===== src/adc_setup_regs.svh =====
// What this block does
// Selector 0001 bandgap, 0010 small amp, 0011 large amp, against ground.
// Selector 1000 positive sensor pin, 1001 negative sensor pin, against ground.
// Selector 0100 supply, 0101 ground, 0110/0111 DAC via small/large amp.
// Selectors 0100 to 0111 force fixed 0.7 gain, overriding gain code.
// Software measuring supply should use external or bandgap reference.
// Setup A bits 15..11 hold the five-bit gain code.
// Setup A bits 10..8 hold the conversion clock divisor code.
// Setup A bits 6..4 hold resolution code; bit 7 unused.
// Setup A bit 3 offset sign, bits 2..0 offset magnitude.
// Setup B bits 6..4 hold bias code; bits 15..7 unused.
// Channel setup B bits 1..0 select reference; temperature has none.
// Gain codes 00000 to 11110 decoded; odd codes above 01000 and 10010, 10110, 11010 absent.
// Conversion clock is system clock divided by 4 doubling to 512.
// Resolution codes 000..110 take 256 to 2048 conversion clocks.
// Start bit launches conversion, halts CPU, stores result, self-clears.
// Nonzero selector makes channel conversion single-ended into its result.
// Temperature start with nonzero selector does not convert.
// Resolution 111 and undefined gains map to the next lower defined setting.
`ifndef ADC_SETUP_REGS_SVH
`define ADC_SETUP_REGS_SVH

// ****************************************
// Register indices (byte address = 4 x index)
// ****************************************
`define IDX_CONTROL 6'h00
`define IDX_DATA_1 6'h01
`define IDX_CH1_A 6'h02
`define IDX_CH1_B 6'h03
`define IDX_DATA_2 6'h04
`define IDX_CH2_A 6'h05
`define IDX_CH2_B 6'h06
`define IDX_DATA_T 6'h07
`define IDX_TEMP_A 6'h08
`define IDX_TEMP_B 6'h09

// ****************************************
// Field positions
// ****************************************
`define SRC_HI 11
`define SRC_LO 8
`define START_CH1_BIT 2
`define START_CH2_BIT 1
`define START_TEMP_BIT 0
`define GAIN_HI 15
`define GAIN_LO 11
`define DIV_HI 10
`define DIV_LO 8
`define RES_HI 6
`define RES_LO 4
`define OFS_HI 3
`define OFS_LO 0
`define BIAS_HI 6
`define BIAS_LO 4
`define REF_HI 1
`define REF_LO 0

// ****************************************
// Reset values and writable masks
// ****************************************
`define RST_CONTROL 16'h0000
`define RST_DATA 16'h0000
`define RST_SETUP_A 16'h0000
`define RST_SETUP_B 16'h0070
`define MASK_CONTROL 16'h0F07
`define MASK_SETUP_A 16'hFF7F
`define MASK_CHAN_B 16'h0073
`define MASK_TEMP_B 16'h0070
`define REF_TEMP_DEFAULT 2'h0

// ****************************************
// Gain, resolution and timing counts
// ****************************************
`define GAIN_UNITY 5'h00
`define GAIN_STEP_LIMIT 5'h08
`define GAIN_MAX 5'h1E
`define RES_MAX 3'h6
`define DIV_BASE_HALF 9'h002
`define CLKS_RES_9 12'h100
`define CLKS_RES_10 12'h140
`define CLKS_RES_12 12'h200
`define CLKS_RES_13 12'h280
`define CLKS_RES_14 12'h320
`define CLKS_RES_15 12'h500
`define CLKS_RES_16 12'h800

`endif


===== src/adc_setup_pkg.sv =====
package adc_setup_pkg;

  typedef enum logic [3:0] {
    SRC_DIFF = 4'h0,
    SRC_BANDGAP = 4'h1,
    SRC_SMALL_AMP = 4'h2,
    SRC_LARGE_AMP = 4'h3,
    SRC_SUPPLY = 4'h4,
    SRC_GROUND = 4'h5,
    SRC_DAC_SMALL = 4'h6,
    SRC_DAC_LARGE = 4'h7,
    SRC_POS_IN = 4'h8,
    SRC_NEG_IN = 4'h9
  } src_sel_t;

  typedef enum logic [1:0] {
    JOB_CH1 = 2'b00,
    JOB_CH2 = 2'b01,
    JOB_TEMP = 2'b10
  } job_t;

  typedef enum logic [0:0] {
    ST_IDLE = 1'b0,
    ST_CONVERT = 1'b1
  } conv_state_t;

endpackage


===== src/conv_if.sv =====
`timescale 1ns/1ps
`default_nettype none
interface conv_if;
  logic start;
  logic [2:0] div_code;
  logic [11:0] clk_count;
  logic done;
  logic conv_clk;
  modport ctrl (output start, output div_code, output clk_count,
    input done, input conv_clk);
  modport timer (input start, input div_code, input clk_count,
    output done, output conv_clk);
endinterface
`default_nettype wire


===== src/conv_timer.sv =====
`timescale 1ns/1ps
`default_nettype none
`include "adc_setup_regs.svh"
module conv_timer
  import adc_setup_pkg::*;
(
  input wire logic clk,
  input wire logic reset_n,
  conv_if.timer cv
);

  typedef struct packed {
    logic running;
    logic [8:0] half_cnt;
    logic [11:0] clk_cnt;
    logic conv_clk;
    logic done;
  } timer_t;

  timer_t q;
  timer_t d;
  logic [8:0] half;

  assign cv.done = q.done;
  assign cv.conv_clk = q.conv_clk;

  always_comb begin
    d = q;
    d.done = 1'b0;
    half = 9'(`DIV_BASE_HALF << cv.div_code);
    if (!q.running) begin
      if (cv.start) begin
        d.running = 1'b1;
        d.half_cnt = 9'h000;
        d.clk_cnt = 12'h000;
        d.conv_clk = 1'b0;
      end
    end else if (q.half_cnt == 9'(half - 9'h001)) begin
      d.half_cnt = 9'h000;
      d.conv_clk = ~q.conv_clk;
      if (!q.conv_clk) begin
        // Rising edge of the conversion clock
        d.clk_cnt = 12'(q.clk_cnt + 12'h001);
      end else if (q.clk_cnt == cv.clk_count) begin
        // Last clock finishes its high half, so no edge is swallowed
        d.done = 1'b1;
        d.running = 1'b0;
      end
    end else begin
      d.half_cnt = 9'(q.half_cnt + 9'h001);
    end
  end

  always_ff @(posedge clk or negedge reset_n) begin
    if (!reset_n) begin
      q <= '0;
    end else begin
      q <= d;
    end
  end

endmodule
`default_nettype wire


===== src/adc_conversion_setup.sv =====
// Implementation choice: the APB slave port.
`timescale 1ns/1ps
`default_nettype none
`include "adc_setup_regs.svh"
module adc_conversion_setup
  import adc_setup_pkg::*;
(
  input wire logic CLK,
  input wire logic RESET_N,
  input wire logic [7:0] PADDR,
  input wire logic PSEL,
  input wire logic PENABLE,
  input wire logic PWRITE,
  input wire logic [31:0] PWDATA,
  output logic [31:0] PRDATA,
  output logic PREADY,
  output logic PSLVERR,
  input wire logic [15:0] ADC_RESULT,
  output logic [3:0] AIN_SOURCE,
  output logic [1:0] AIN_BANK,
  output logic [4:0] GAIN_CODE,
  output logic GAIN_FIXED_LOW,
  output logic [2:0] RESOLUTION_CODE,
  output logic [3:0] COARSE_OFFSET_CODE,
  output logic [2:0] BIAS_LEVEL_CODE,
  output logic [1:0] REFERENCE_SELECT,
  output logic CONV_CLK,
  output logic CPU_HALT
);

  // ****************************************
  // State
  // ****************************************
  typedef struct packed {
    conv_state_t st;
    job_t job;
    logic [15:0] ctrl;
    logic [15:0] data_1;
    logic [15:0] ch1_a;
    logic [15:0] ch1_b;
    logic [15:0] data_2;
    logic [15:0] ch2_a;
    logic [15:0] ch2_b;
    logic [15:0] data_t;
    logic [15:0] temp_a;
    logic [15:0] temp_b;
    logic [31:0] prdata;
    logic pready;
    logic pslverr;
    logic [3:0] src;
    logic [4:0] gain;
    logic gain_fixed;
    logic [2:0] res;
    logic [3:0] ofs;
    logic [2:0] bias;
    logic [1:0] refsel;
    logic [2:0] div;
    logic [11:0] clks;
    logic start;
    logic halt;
  } state_t;

  state_t q;
  state_t d;
  conv_if cv ();

  conv_timer timer_u (
    .clk(CLK),
    .reset_n(RESET_N),
    .cv(cv.timer)
  );

  assign cv.start = q.start;
  assign cv.div_code = q.div;
  assign cv.clk_count = q.clks;

  assign PRDATA = q.prdata;
  assign PREADY = q.pready;
  assign PSLVERR = q.pslverr;
  assign AIN_SOURCE = q.src;
  assign AIN_BANK = q.job;
  assign GAIN_CODE = q.gain;
  assign GAIN_FIXED_LOW = q.gain_fixed;
  assign RESOLUTION_CODE = q.res;
  assign COARSE_OFFSET_CODE = q.ofs;
  assign BIAS_LEVEL_CODE = q.bias;
  assign REFERENCE_SELECT = q.refsel;
  assign CONV_CLK = cv.conv_clk;
  assign CPU_HALT = q.halt;

  // ****************************************
  // Decoders
  // ****************************************
  // Undefined gains fall to the next lower listed step
  function automatic logic [4:0] gain_near(input logic [4:0] c);
    if (c <= `GAIN_STEP_LIMIT) begin
      gain_near = c;
    end else if (!c[4]) begin
      gain_near = {c[4:1], 1'b0};
    end else if (c >= `GAIN_MAX) begin
      gain_near = `GAIN_MAX;
    end else begin
      gain_near = {c[4:2], 2'b00};
    end
  endfunction

  function automatic logic [11:0] res_clks(input logic [2:0] r);
    unique case (r)
      3'h0: res_clks = `CLKS_RES_9;
      3'h1: res_clks = `CLKS_RES_10;
      3'h2: res_clks = `CLKS_RES_12;
      3'h3: res_clks = `CLKS_RES_13;
      3'h4: res_clks = `CLKS_RES_14;
      3'h5: res_clks = `CLKS_RES_15;
      default: res_clks = `CLKS_RES_16;
    endcase
  endfunction

  // Reserved selector codes measure ground rather than float
  function automatic logic [3:0] src_map(input logic [3:0] s);
    src_map = (s > SRC_NEG_IN) ? SRC_GROUND : s;
  endfunction

  // ****************************************
  // Next state
  // ****************************************
  logic [5:0] idx;
  logic mapped;
  logic [15:0] rd;
  logic [15:0] set_a;
  logic [15:0] set_b;
  logic [3:0] se;
  logic launch;
  job_t pick;

  always_comb begin
    d = q;
    d.start = 1'b0;
    idx = PADDR[7:2];
    rd = 16'h0000;
    mapped = (PADDR[1:0] == 2'b00);
    unique case (idx)
      `IDX_CONTROL: rd = q.ctrl;
      `IDX_DATA_1: rd = q.data_1;
      `IDX_CH1_A: rd = q.ch1_a;
      `IDX_CH1_B: rd = q.ch1_b;
      `IDX_DATA_2: rd = q.data_2;
      `IDX_CH2_A: rd = q.ch2_a;
      `IDX_CH2_B: rd = q.ch2_b;
      `IDX_DATA_T: rd = q.data_t;
      `IDX_TEMP_A: rd = q.temp_a;
      `IDX_TEMP_B: rd = q.temp_b;
      default: mapped = 1'b0;
    endcase

    // Conversion sequencing
    se = q.ctrl[`SRC_HI:`SRC_LO];
    launch = 1'b0;
    pick = JOB_CH1;
    set_a = q.ch1_a;
    set_b = q.ch1_b;
    if (q.st == ST_IDLE) begin
      if (q.ctrl[`START_CH1_BIT]) begin
        launch = 1'b1;
      end else if (q.ctrl[`START_CH2_BIT]) begin
        launch = 1'b1;
        pick = JOB_CH2;
        set_a = q.ch2_a;
        set_b = q.ch2_b;
      end else if (q.ctrl[`START_TEMP_BIT]) begin
        if (se != SRC_DIFF) begin
          d.ctrl[`START_TEMP_BIT] = 1'b0;
        end else begin
          launch = 1'b1;
          pick = JOB_TEMP;
          set_a = q.temp_a;
          set_b = q.temp_b;
        end
      end
    end

    if (launch) begin
      // Settings are frozen for the whole conversion
      d.st = ST_CONVERT;
      d.job = pick;
      d.start = 1'b1;
      d.halt = 1'b1;
      d.src = (pick == JOB_TEMP) ? SRC_DIFF : src_map(se);
      d.gain = gain_near(set_a[`GAIN_HI:`GAIN_LO]);
      d.gain_fixed = 1'b0;
      // Mapped code, so reserved codes read ground at the fixed gain
      if (pick != JOB_TEMP && d.src[3:2] == 2'b01) begin
        d.gain = `GAIN_UNITY;
        d.gain_fixed = 1'b1;
      end
      if (pick != JOB_TEMP && se == SRC_BANDGAP) begin
        d.gain = `GAIN_UNITY;
      end
      d.div = set_a[`DIV_HI:`DIV_LO];
      d.res = set_a[`RES_HI:`RES_LO];
      if (d.res > `RES_MAX) begin
        d.res = `RES_MAX;
      end
      d.clks = res_clks(d.res);
      d.ofs = set_a[`OFS_HI:`OFS_LO];
      d.bias = set_b[`BIAS_HI:`BIAS_LO];
      d.refsel = (pick == JOB_TEMP) ? `REF_TEMP_DEFAULT
        : set_b[`REF_HI:`REF_LO];
    end

    if (q.st == ST_CONVERT && cv.done) begin
      d.st = ST_IDLE;
      d.halt = 1'b0;
      unique case (q.job)
        JOB_CH1: begin
          d.data_1 = ADC_RESULT;
          d.ctrl[`START_CH1_BIT] = 1'b0;
        end
        JOB_CH2: begin
          d.data_2 = ADC_RESULT;
          d.ctrl[`START_CH2_BIT] = 1'b0;
        end
        default: begin
          d.data_t = ADC_RESULT;
          d.ctrl[`START_TEMP_BIT] = 1'b0;
        end
      endcase
    end

    // APB: answer is set up in the setup cycle, zero wait
    if (PSEL && !PENABLE) begin
      d.pready = 1'b1;
      d.pslverr = !mapped;
      d.prdata = (!PWRITE && mapped) ? {16'h0000, rd} : 32'h0000_0000;
    end else if (PSEL && PENABLE && q.pready) begin
      d.pready = 1'b0;
      d.pslverr = 1'b0;
      if (PWRITE && mapped) begin
        // A write lands after any hardware clear, so a set is never lost
        unique case (idx)
          `IDX_CONTROL: d.ctrl = PWDATA[15:0] & `MASK_CONTROL;
          `IDX_CH1_A: d.ch1_a = PWDATA[15:0] & `MASK_SETUP_A;
          `IDX_CH1_B: d.ch1_b = PWDATA[15:0] & `MASK_CHAN_B;
          `IDX_CH2_A: d.ch2_a = PWDATA[15:0] & `MASK_SETUP_A;
          `IDX_CH2_B: d.ch2_b = PWDATA[15:0] & `MASK_CHAN_B;
          `IDX_TEMP_A: d.temp_a = PWDATA[15:0] & `MASK_SETUP_A;
          `IDX_TEMP_B: d.temp_b = PWDATA[15:0] & `MASK_TEMP_B;
          default: begin
          end
        endcase
      end
    end else begin
      d.pready = 1'b0;
      d.pslverr = 1'b0;
    end
  end

  always_ff @(posedge CLK or negedge RESET_N) begin
    if (!RESET_N) begin
      q <= '0;
      q.st <= ST_IDLE;
      q.job <= JOB_CH1;
      q.ctrl <= `RST_CONTROL;
      q.data_1 <= `RST_DATA;
      q.data_2 <= `RST_DATA;
      q.data_t <= `RST_DATA;
      q.ch1_a <= `RST_SETUP_A;
      q.ch2_a <= `RST_SETUP_A;
      q.temp_a <= `RST_SETUP_A;
      q.ch1_b <= `RST_SETUP_B;
      q.ch2_b <= `RST_SETUP_B;
      q.temp_b <= `RST_SETUP_B;
    end else begin
      q <= d;
    end
  end

endmodule
`default_nettype wire


===== config.mk =====
export PLATFORM = sky130hd
export DESIGN_NAME = adc_conversion_setup
export DESIGN_NICKNAME = d
export VERILOG_FILES = /design/src/adc_setup_pkg.sv /design/src/conv_if.sv /design/src/conv_timer.sv /design/src/adc_conversion_setup.sv
export VERILOG_INCLUDE_DIRS = /design/src /design/src/src
export SDC_FILE = /design/constraint.sdc
export NUM_CORES = 1
export LEC_CHECK = 0
export ABC_AREA = 1
export BUFFER_PORTS_ARGS = -buffer_cell sky130_fd_sc_hd__buf_2
export CORE_UTILIZATION = 60
export DETAILED_ROUTE_END_ITERATION = 8
export GPL_TIMING_DRIVEN = 0
export PLACE_DENSITY = 0.82
export SETUP_SLACK_MARGIN = 0.05
export SYNTH_ARGS = -nofsm -noshare
export SYNTH_HDL_FRONTEND = slang
export SYNTH_HIERARCHICAL = 1
export SYNTH_SLANG_ARGS = --single-unit

===== constraint.sdc =====
create_clock -name CLK -period 5.15 [get_ports CLK]
set_input_delay 1.03 -clock CLK [delete_from_list [all_inputs] [get_ports CLK]]
set_output_delay 1.03 -clock CLK [all_outputs]
set_load 0.005 [all_outputs]

Yosys cells after proc, flatten, opt, wreduce, memory -nomap -nowiden:

Index checks and enable logic that the tools add are counted.

* add/subtract/negate cells: 3
* magnitude comparators: 4
* eq/ne operators: 23
* shifts and indexed selects: 1
* muxes and demuxes: 62
* bitwise operators: 3
* reduce and logical (&&, ||, !) cells: 32

Operator list (number)
* 16-bit case mux with 10 select lines: 1
* 16-bit two-way mux: 7
* 12-bit case mux with 6 select lines: 1
* 23-bit two-way mux: 2
* 7-bit two-way mux: 5
* 4-bit AND reduction: 7
* 6-bit by 3-bit == test with 1-bit output (second input constant): 4
* 3-bit two-way mux: 7
* 1-bit two-way mux: 20
* 19-bit two-way mux: 1
* 2-bit two-way mux: 8
* 5-bit two-way mux: 3
* 14-bit two-way mux: 1
* 12-bit by 1-bit adder with 12-bit output (second input constant): 1
* 12-bit == test: 1
* 6-bit by 2-bit == test with 1-bit output (second input constant): 2
* 6-bit by 4-bit == test with 1-bit output (second input constant): 2
* 12-bit two-way mux: 1
* 4-bit two-way mux: 3
* 10-bit OR reduction: 1
* 9-bit by 1-bit adder with 9-bit output (second input constant): 1
* 9-bit == test: 1
* 9-bit two-way mux: 1
* 2-bit by 3-bit << shifter with 9-bit output (first input constant): 1
* 25 further kinds: 46

* flip-flop bits (word level): 213
* input bits: 61
* output and inout bits: 60
* word-level logic and storage cells: 160

Depth between registers and ports, before layout:

* word-level depth: 12
* depth in mapped cells: 16
* gate-level depth less buffers: 15

Hierarchy:

Netlist, hierarchy kept.

By module, submodules not included
* adc_conversion_setup: instances 1, cells an instance 1002, area an instance 8270.4 µm², sequential area each 4190.3 µm²
* conv_timer: instances 1, cells an instance 276, area an instance 1931.9 µm², sequential area each 600.6 µm²

Worst setup path before layout:

No wires, ideal clock.

* path type: input to register
* start point: input PADDR[7]
* end point: register q[217] (netlist name)
* library setup time: 0.123 ns
* data arrival time: 2.109 ns
* data required time: 5.027 ns
* slack: 2.919 ns
* stages: 9
* buffers on the path: 1
* cell sequence: nor2_2 > nand2_2 > nor2_2 > inv_1 > nor2_1 > nand3_2 > buf_6 > nand2_1 > o21ai_2

RTL lines
* start: declaration: line adc_conversion_setup.sv:10 `input wire logic [7:0] PADDR,`
* end: declaration: line adc_conversion_setup.sv:63 `state_t q;`

Final worst setup path:

* start point: input PADDR[3]
* end point: register q (netlist bit PRDATA[6])

* word-level cells in the longest chain between the ends: 5
* elaborated cells between the ends (all ways): 15
* those cells by class: 9 x eq/ne; 3 x mux; 3 x reduce/logical

Ends and longest elaborated chain
* 6-bit by 4-bit == test with 1-bit output (tied with other cells): line adc_conversion_setup.sv:142 `unique case (idx)`
* 10-bit OR reduction (no line)
* 1-bit two-way mux: line adc_conversion_setup.sv:142
* 1-bit logical AND: line adc_conversion_setup.sv:234 `d.prdata = (!PWRITE && mapped) ? {16'h0000, rd} : 32'h0000_0000;`
* 16-bit two-way mux (*): line adc_conversion_setup.sv:234

Mark *: on every way between the ends. The rest lies on a longest branch, timed or not.
A chain may end at the register's enable or synchronous reset.

==> results.tsv <==
stage	metric	value	unit
sta	max_freq	373	MHz
yosys	synth_seq_cells	191	
yosys	synth_edf_count	0	
finish	final_layout_size_suffix_gt1_share	19.7	%
yosys	synthArstFlopShare	100	%
drt	dr.pass1.iters	5	
critical_path	cp_cell_sequence	buf_2 > nor2_1 > nand3_1 > clkinv_1 > a22oi_1 > nand3_1 > nand2_1 > nand2_1	
clocking	root_buffer	clkbuf_16	
power	totalPowerFinal	3.00	mW
sta	setup_slack	2.47	ns
power	power_density	258	nW/um^2
grt	grt_util_all_layers	34.9	%
finish	syn2layout_area_growth	14.1	%
die	dieArea	17500	um^2
die	rows	47	
critical_path	start_kind	primary input	
grt	grt_max_degree	127	
clocking	cts_max_level	4	
clocking	cts_hold_buf	0	
finish	final_cells	1639	
finish	multi_input_area	4320	um^2
grt	antenna_found_initial	0	
die	die_w	132	um
placement	post-place-ws	2.15	ns
placement	dp_hpwl	21.6	mm
yosys	synth_seq_area_share	47.0	%
flow_run	drv_cap	0	
yosys	synth.largest_area_cell	dfrtp_1	
die	die_y	132	um
clocking	ctsResizeCount	0	
critical_path	required	5.47	ns
clocking	ctsLongestPathBuffers	2	
finish	fill_cells	1375	
placement	dp_cells	1608	
clocking	cts_tree	yes	
drt	routedWlPerCell	17.7	um
drt	drcViolationCount	0	
critical_path	cpPeakStageDelay	0.52	ns
critical_path	critPathBufInv	2	
yosys	avgSynthCellArea	7.98	um^2
sta	finalClockSkew	0.00846	ns
yosys	ys_top_cells_by_count	nand2_1, dfrtp_1, inv_1	
critical_path	worst_ep_arrival_time	3.00	ns
yosys	yosysMostFrequentCell	nand2_1	
power	leakage	5.98	nW
worst_hold_path	holdPathStages	2	
critical_path	cp-end-kind	flip-flop	
placement	place.port_buffers	86	
placement	gp_congestion	0.969	
yosys	yosysWarnings	6	
sta	period_share	52.0	%
die	coreArea	16600	um^2
run_status	run_status	completed	
finish	register_area	4790	um^2
drt	routed_via_density	5.63	
yosys	synthDistinctLibCells	49	
critical_path	path_max_fanout	10	
critical_path	path_class	in -> reg	
grt	grt_pass1_vias	8805	
grt	overflow	0	
critical_path	critPathSlowestCell	clkinv_1	
clocking	cts_sinks	191	
worst_hold_path	holdCritPathClass	reg -> reg	
yosys	synth_top_cell_area_share	44.6	%
sta	slew_viol_final	0	
die	io_pins	121	
critical_path	path_depth	8	
sta	max_slew_margin	53.8	%
clocking	cts_setup_buffers	0	
drt	wl	29.0	mm
critical_path	r2r_cells	11	
sta	grt_setup_unrepaired	false	
clocking	clock_latency	0.43	ns
yosys	synth.area.top_cells	dfrtp_1, nand2_1, o21ai_0	
yosys	netlist_area	10200	um^2
sta	worst-slew-pin-transition	0.690	ns
finish	num-nets-final	1471	
power	max-vdd-ir-drop	254	uV
yosys	synthCells	1278	
yosys	synthFlopType	dfrtp_1	
clocking	clkTransAtPathRegs	0.07	ns
drt	vias	9231	
drt	drt_iter0_markers	1080	
die	initial_core_util	61.5	%
sta	period_minus_slack	2.68	ns
clocking	cts_buffers	17	
critical_path	critPathTopFamily	simple AND/OR/NAND/NOR gates	
drt	drtAntennaViolNets	0	
sta	finalSetupTns	0	ns
grt	grt_pass1_wl	46.3	mm
sta	setup_viol	0	
sta	finalHoldViolations	0	
finish	diodes	0	
report_power, final:
part,internal [mW],switching (mW)
Sequential,1.50,0.00111
Clock,0.801,0.573
Combinational,0.0345,0.0879
kinds of logic after synthesis:
kind of cell,after synthesis,share of synthesized area [%]
fa+ha+maj,3,0.368
other cells,1,0.0368
buf+inv,227,11.5
compound gates,199,11.5
simple gates,634,27.6
flops,191,47.0
xor+xnor,23,1.97
cell type report:
| type | instances | area share, % |
|---|---|---|
| sequential | 191 | 41.2 |
| multi-input combinational | 883 | 37.1 |
| buffer | 96 | 5.88 |
| inverter | 131 | 4.23 |
| clock buffer | 22 | 4.07 |
| timing repair buffer | 87 | 4.02 |
| tap | 220 | 2.37 |
| clock inverter | 9 | 1.13 |
worst min-delay path, delay by kind of cell, from the launching register on:
kind | cells | cell delay [ns]
flops | 1 | 0.34
simple gates | 1 | 0.06
compound gates | 1 | 0.05
per-stage QoR:
stage	hold WS, ns	instance area, um^2	util (%)
finish	0.483	11600	70.2
global route	0.502	11600	70.2
detailed placement	0.467	11000	66.5
floorplan	0.445	10300	-
CTS	0.483	11600	70.2
global placement	0.464	11000	66.3
flip-flops by register name, indices dropped and copies added, names as in the netlist, 2 cells and up:
register            cells
REFERENCE_SELECT        2
AIN_BANK                2
PRDATA                 16
timer_u/q              22
cv.clk_count            7
COARSE_OFFSET_CODE      4
cv.div_code             3
GAIN_CODE               5
BIAS_LEVEL_CODE         3
AIN_SOURCE              4
q                     114
RESOLUTION_CODE         3
placed cells by master (no fill, tap or decap), drive strengths merged, types with 3 or more instances in the layout:
cell / count
o211ai: 4
xnor2: 6
o21ai: 147
dfrtp: 182
inv: 130
bufinv: 3
nand3b: 4
a21oi: 19
buf: 169
nand3: 87
nor2: 103
ha: 3
or2: 5
clkinv: 4
dfstp: 9
nand2: 403
a22oi: 7
clkinvlp: 3
nand4: 19
clkbuf: 36
conb: 24
nor3: 8
xor2: 17
a41oi: 5
o22ai: 10
metal layers:
metal  vias to the layer above  GRT usage [%]  share of wire (%)
li1                       4274              -                  -
met1                      4407           46.3                 40
met2                       469           56.9                 48
met3                        81           6.15                8.3
met4                         0           14.4                4.1
met5                         -              0                  0
worst paths after layout:
path	slack [ns]	to	from
worst max-delay path	2.47	PRDATA[6]$_DFFE_PN0P_	PADDR[3]
min in group asynchronous	0.54	timer_u/q[20]$_DFFE_PN0P_	RESET_N
worst max register to register	2.84	timer_u/q[6]$_DFFE_PN0P_	cv.div_code[2]$_DFFE_PN0P_
worst min-delay path	0.48	q[197]$_DFFE_PN0P_	q[197]$_DFFE_PN0P_
worst min register to register	0.48	q[197]$_DFFE_PN0P_	q[197]$_DFFE_PN0P_
max in group asynchronous	3.61	q[153]$_DFFE_PN0P_	RESET_N
Note: power is estimated with default switching activity, not from simulation.
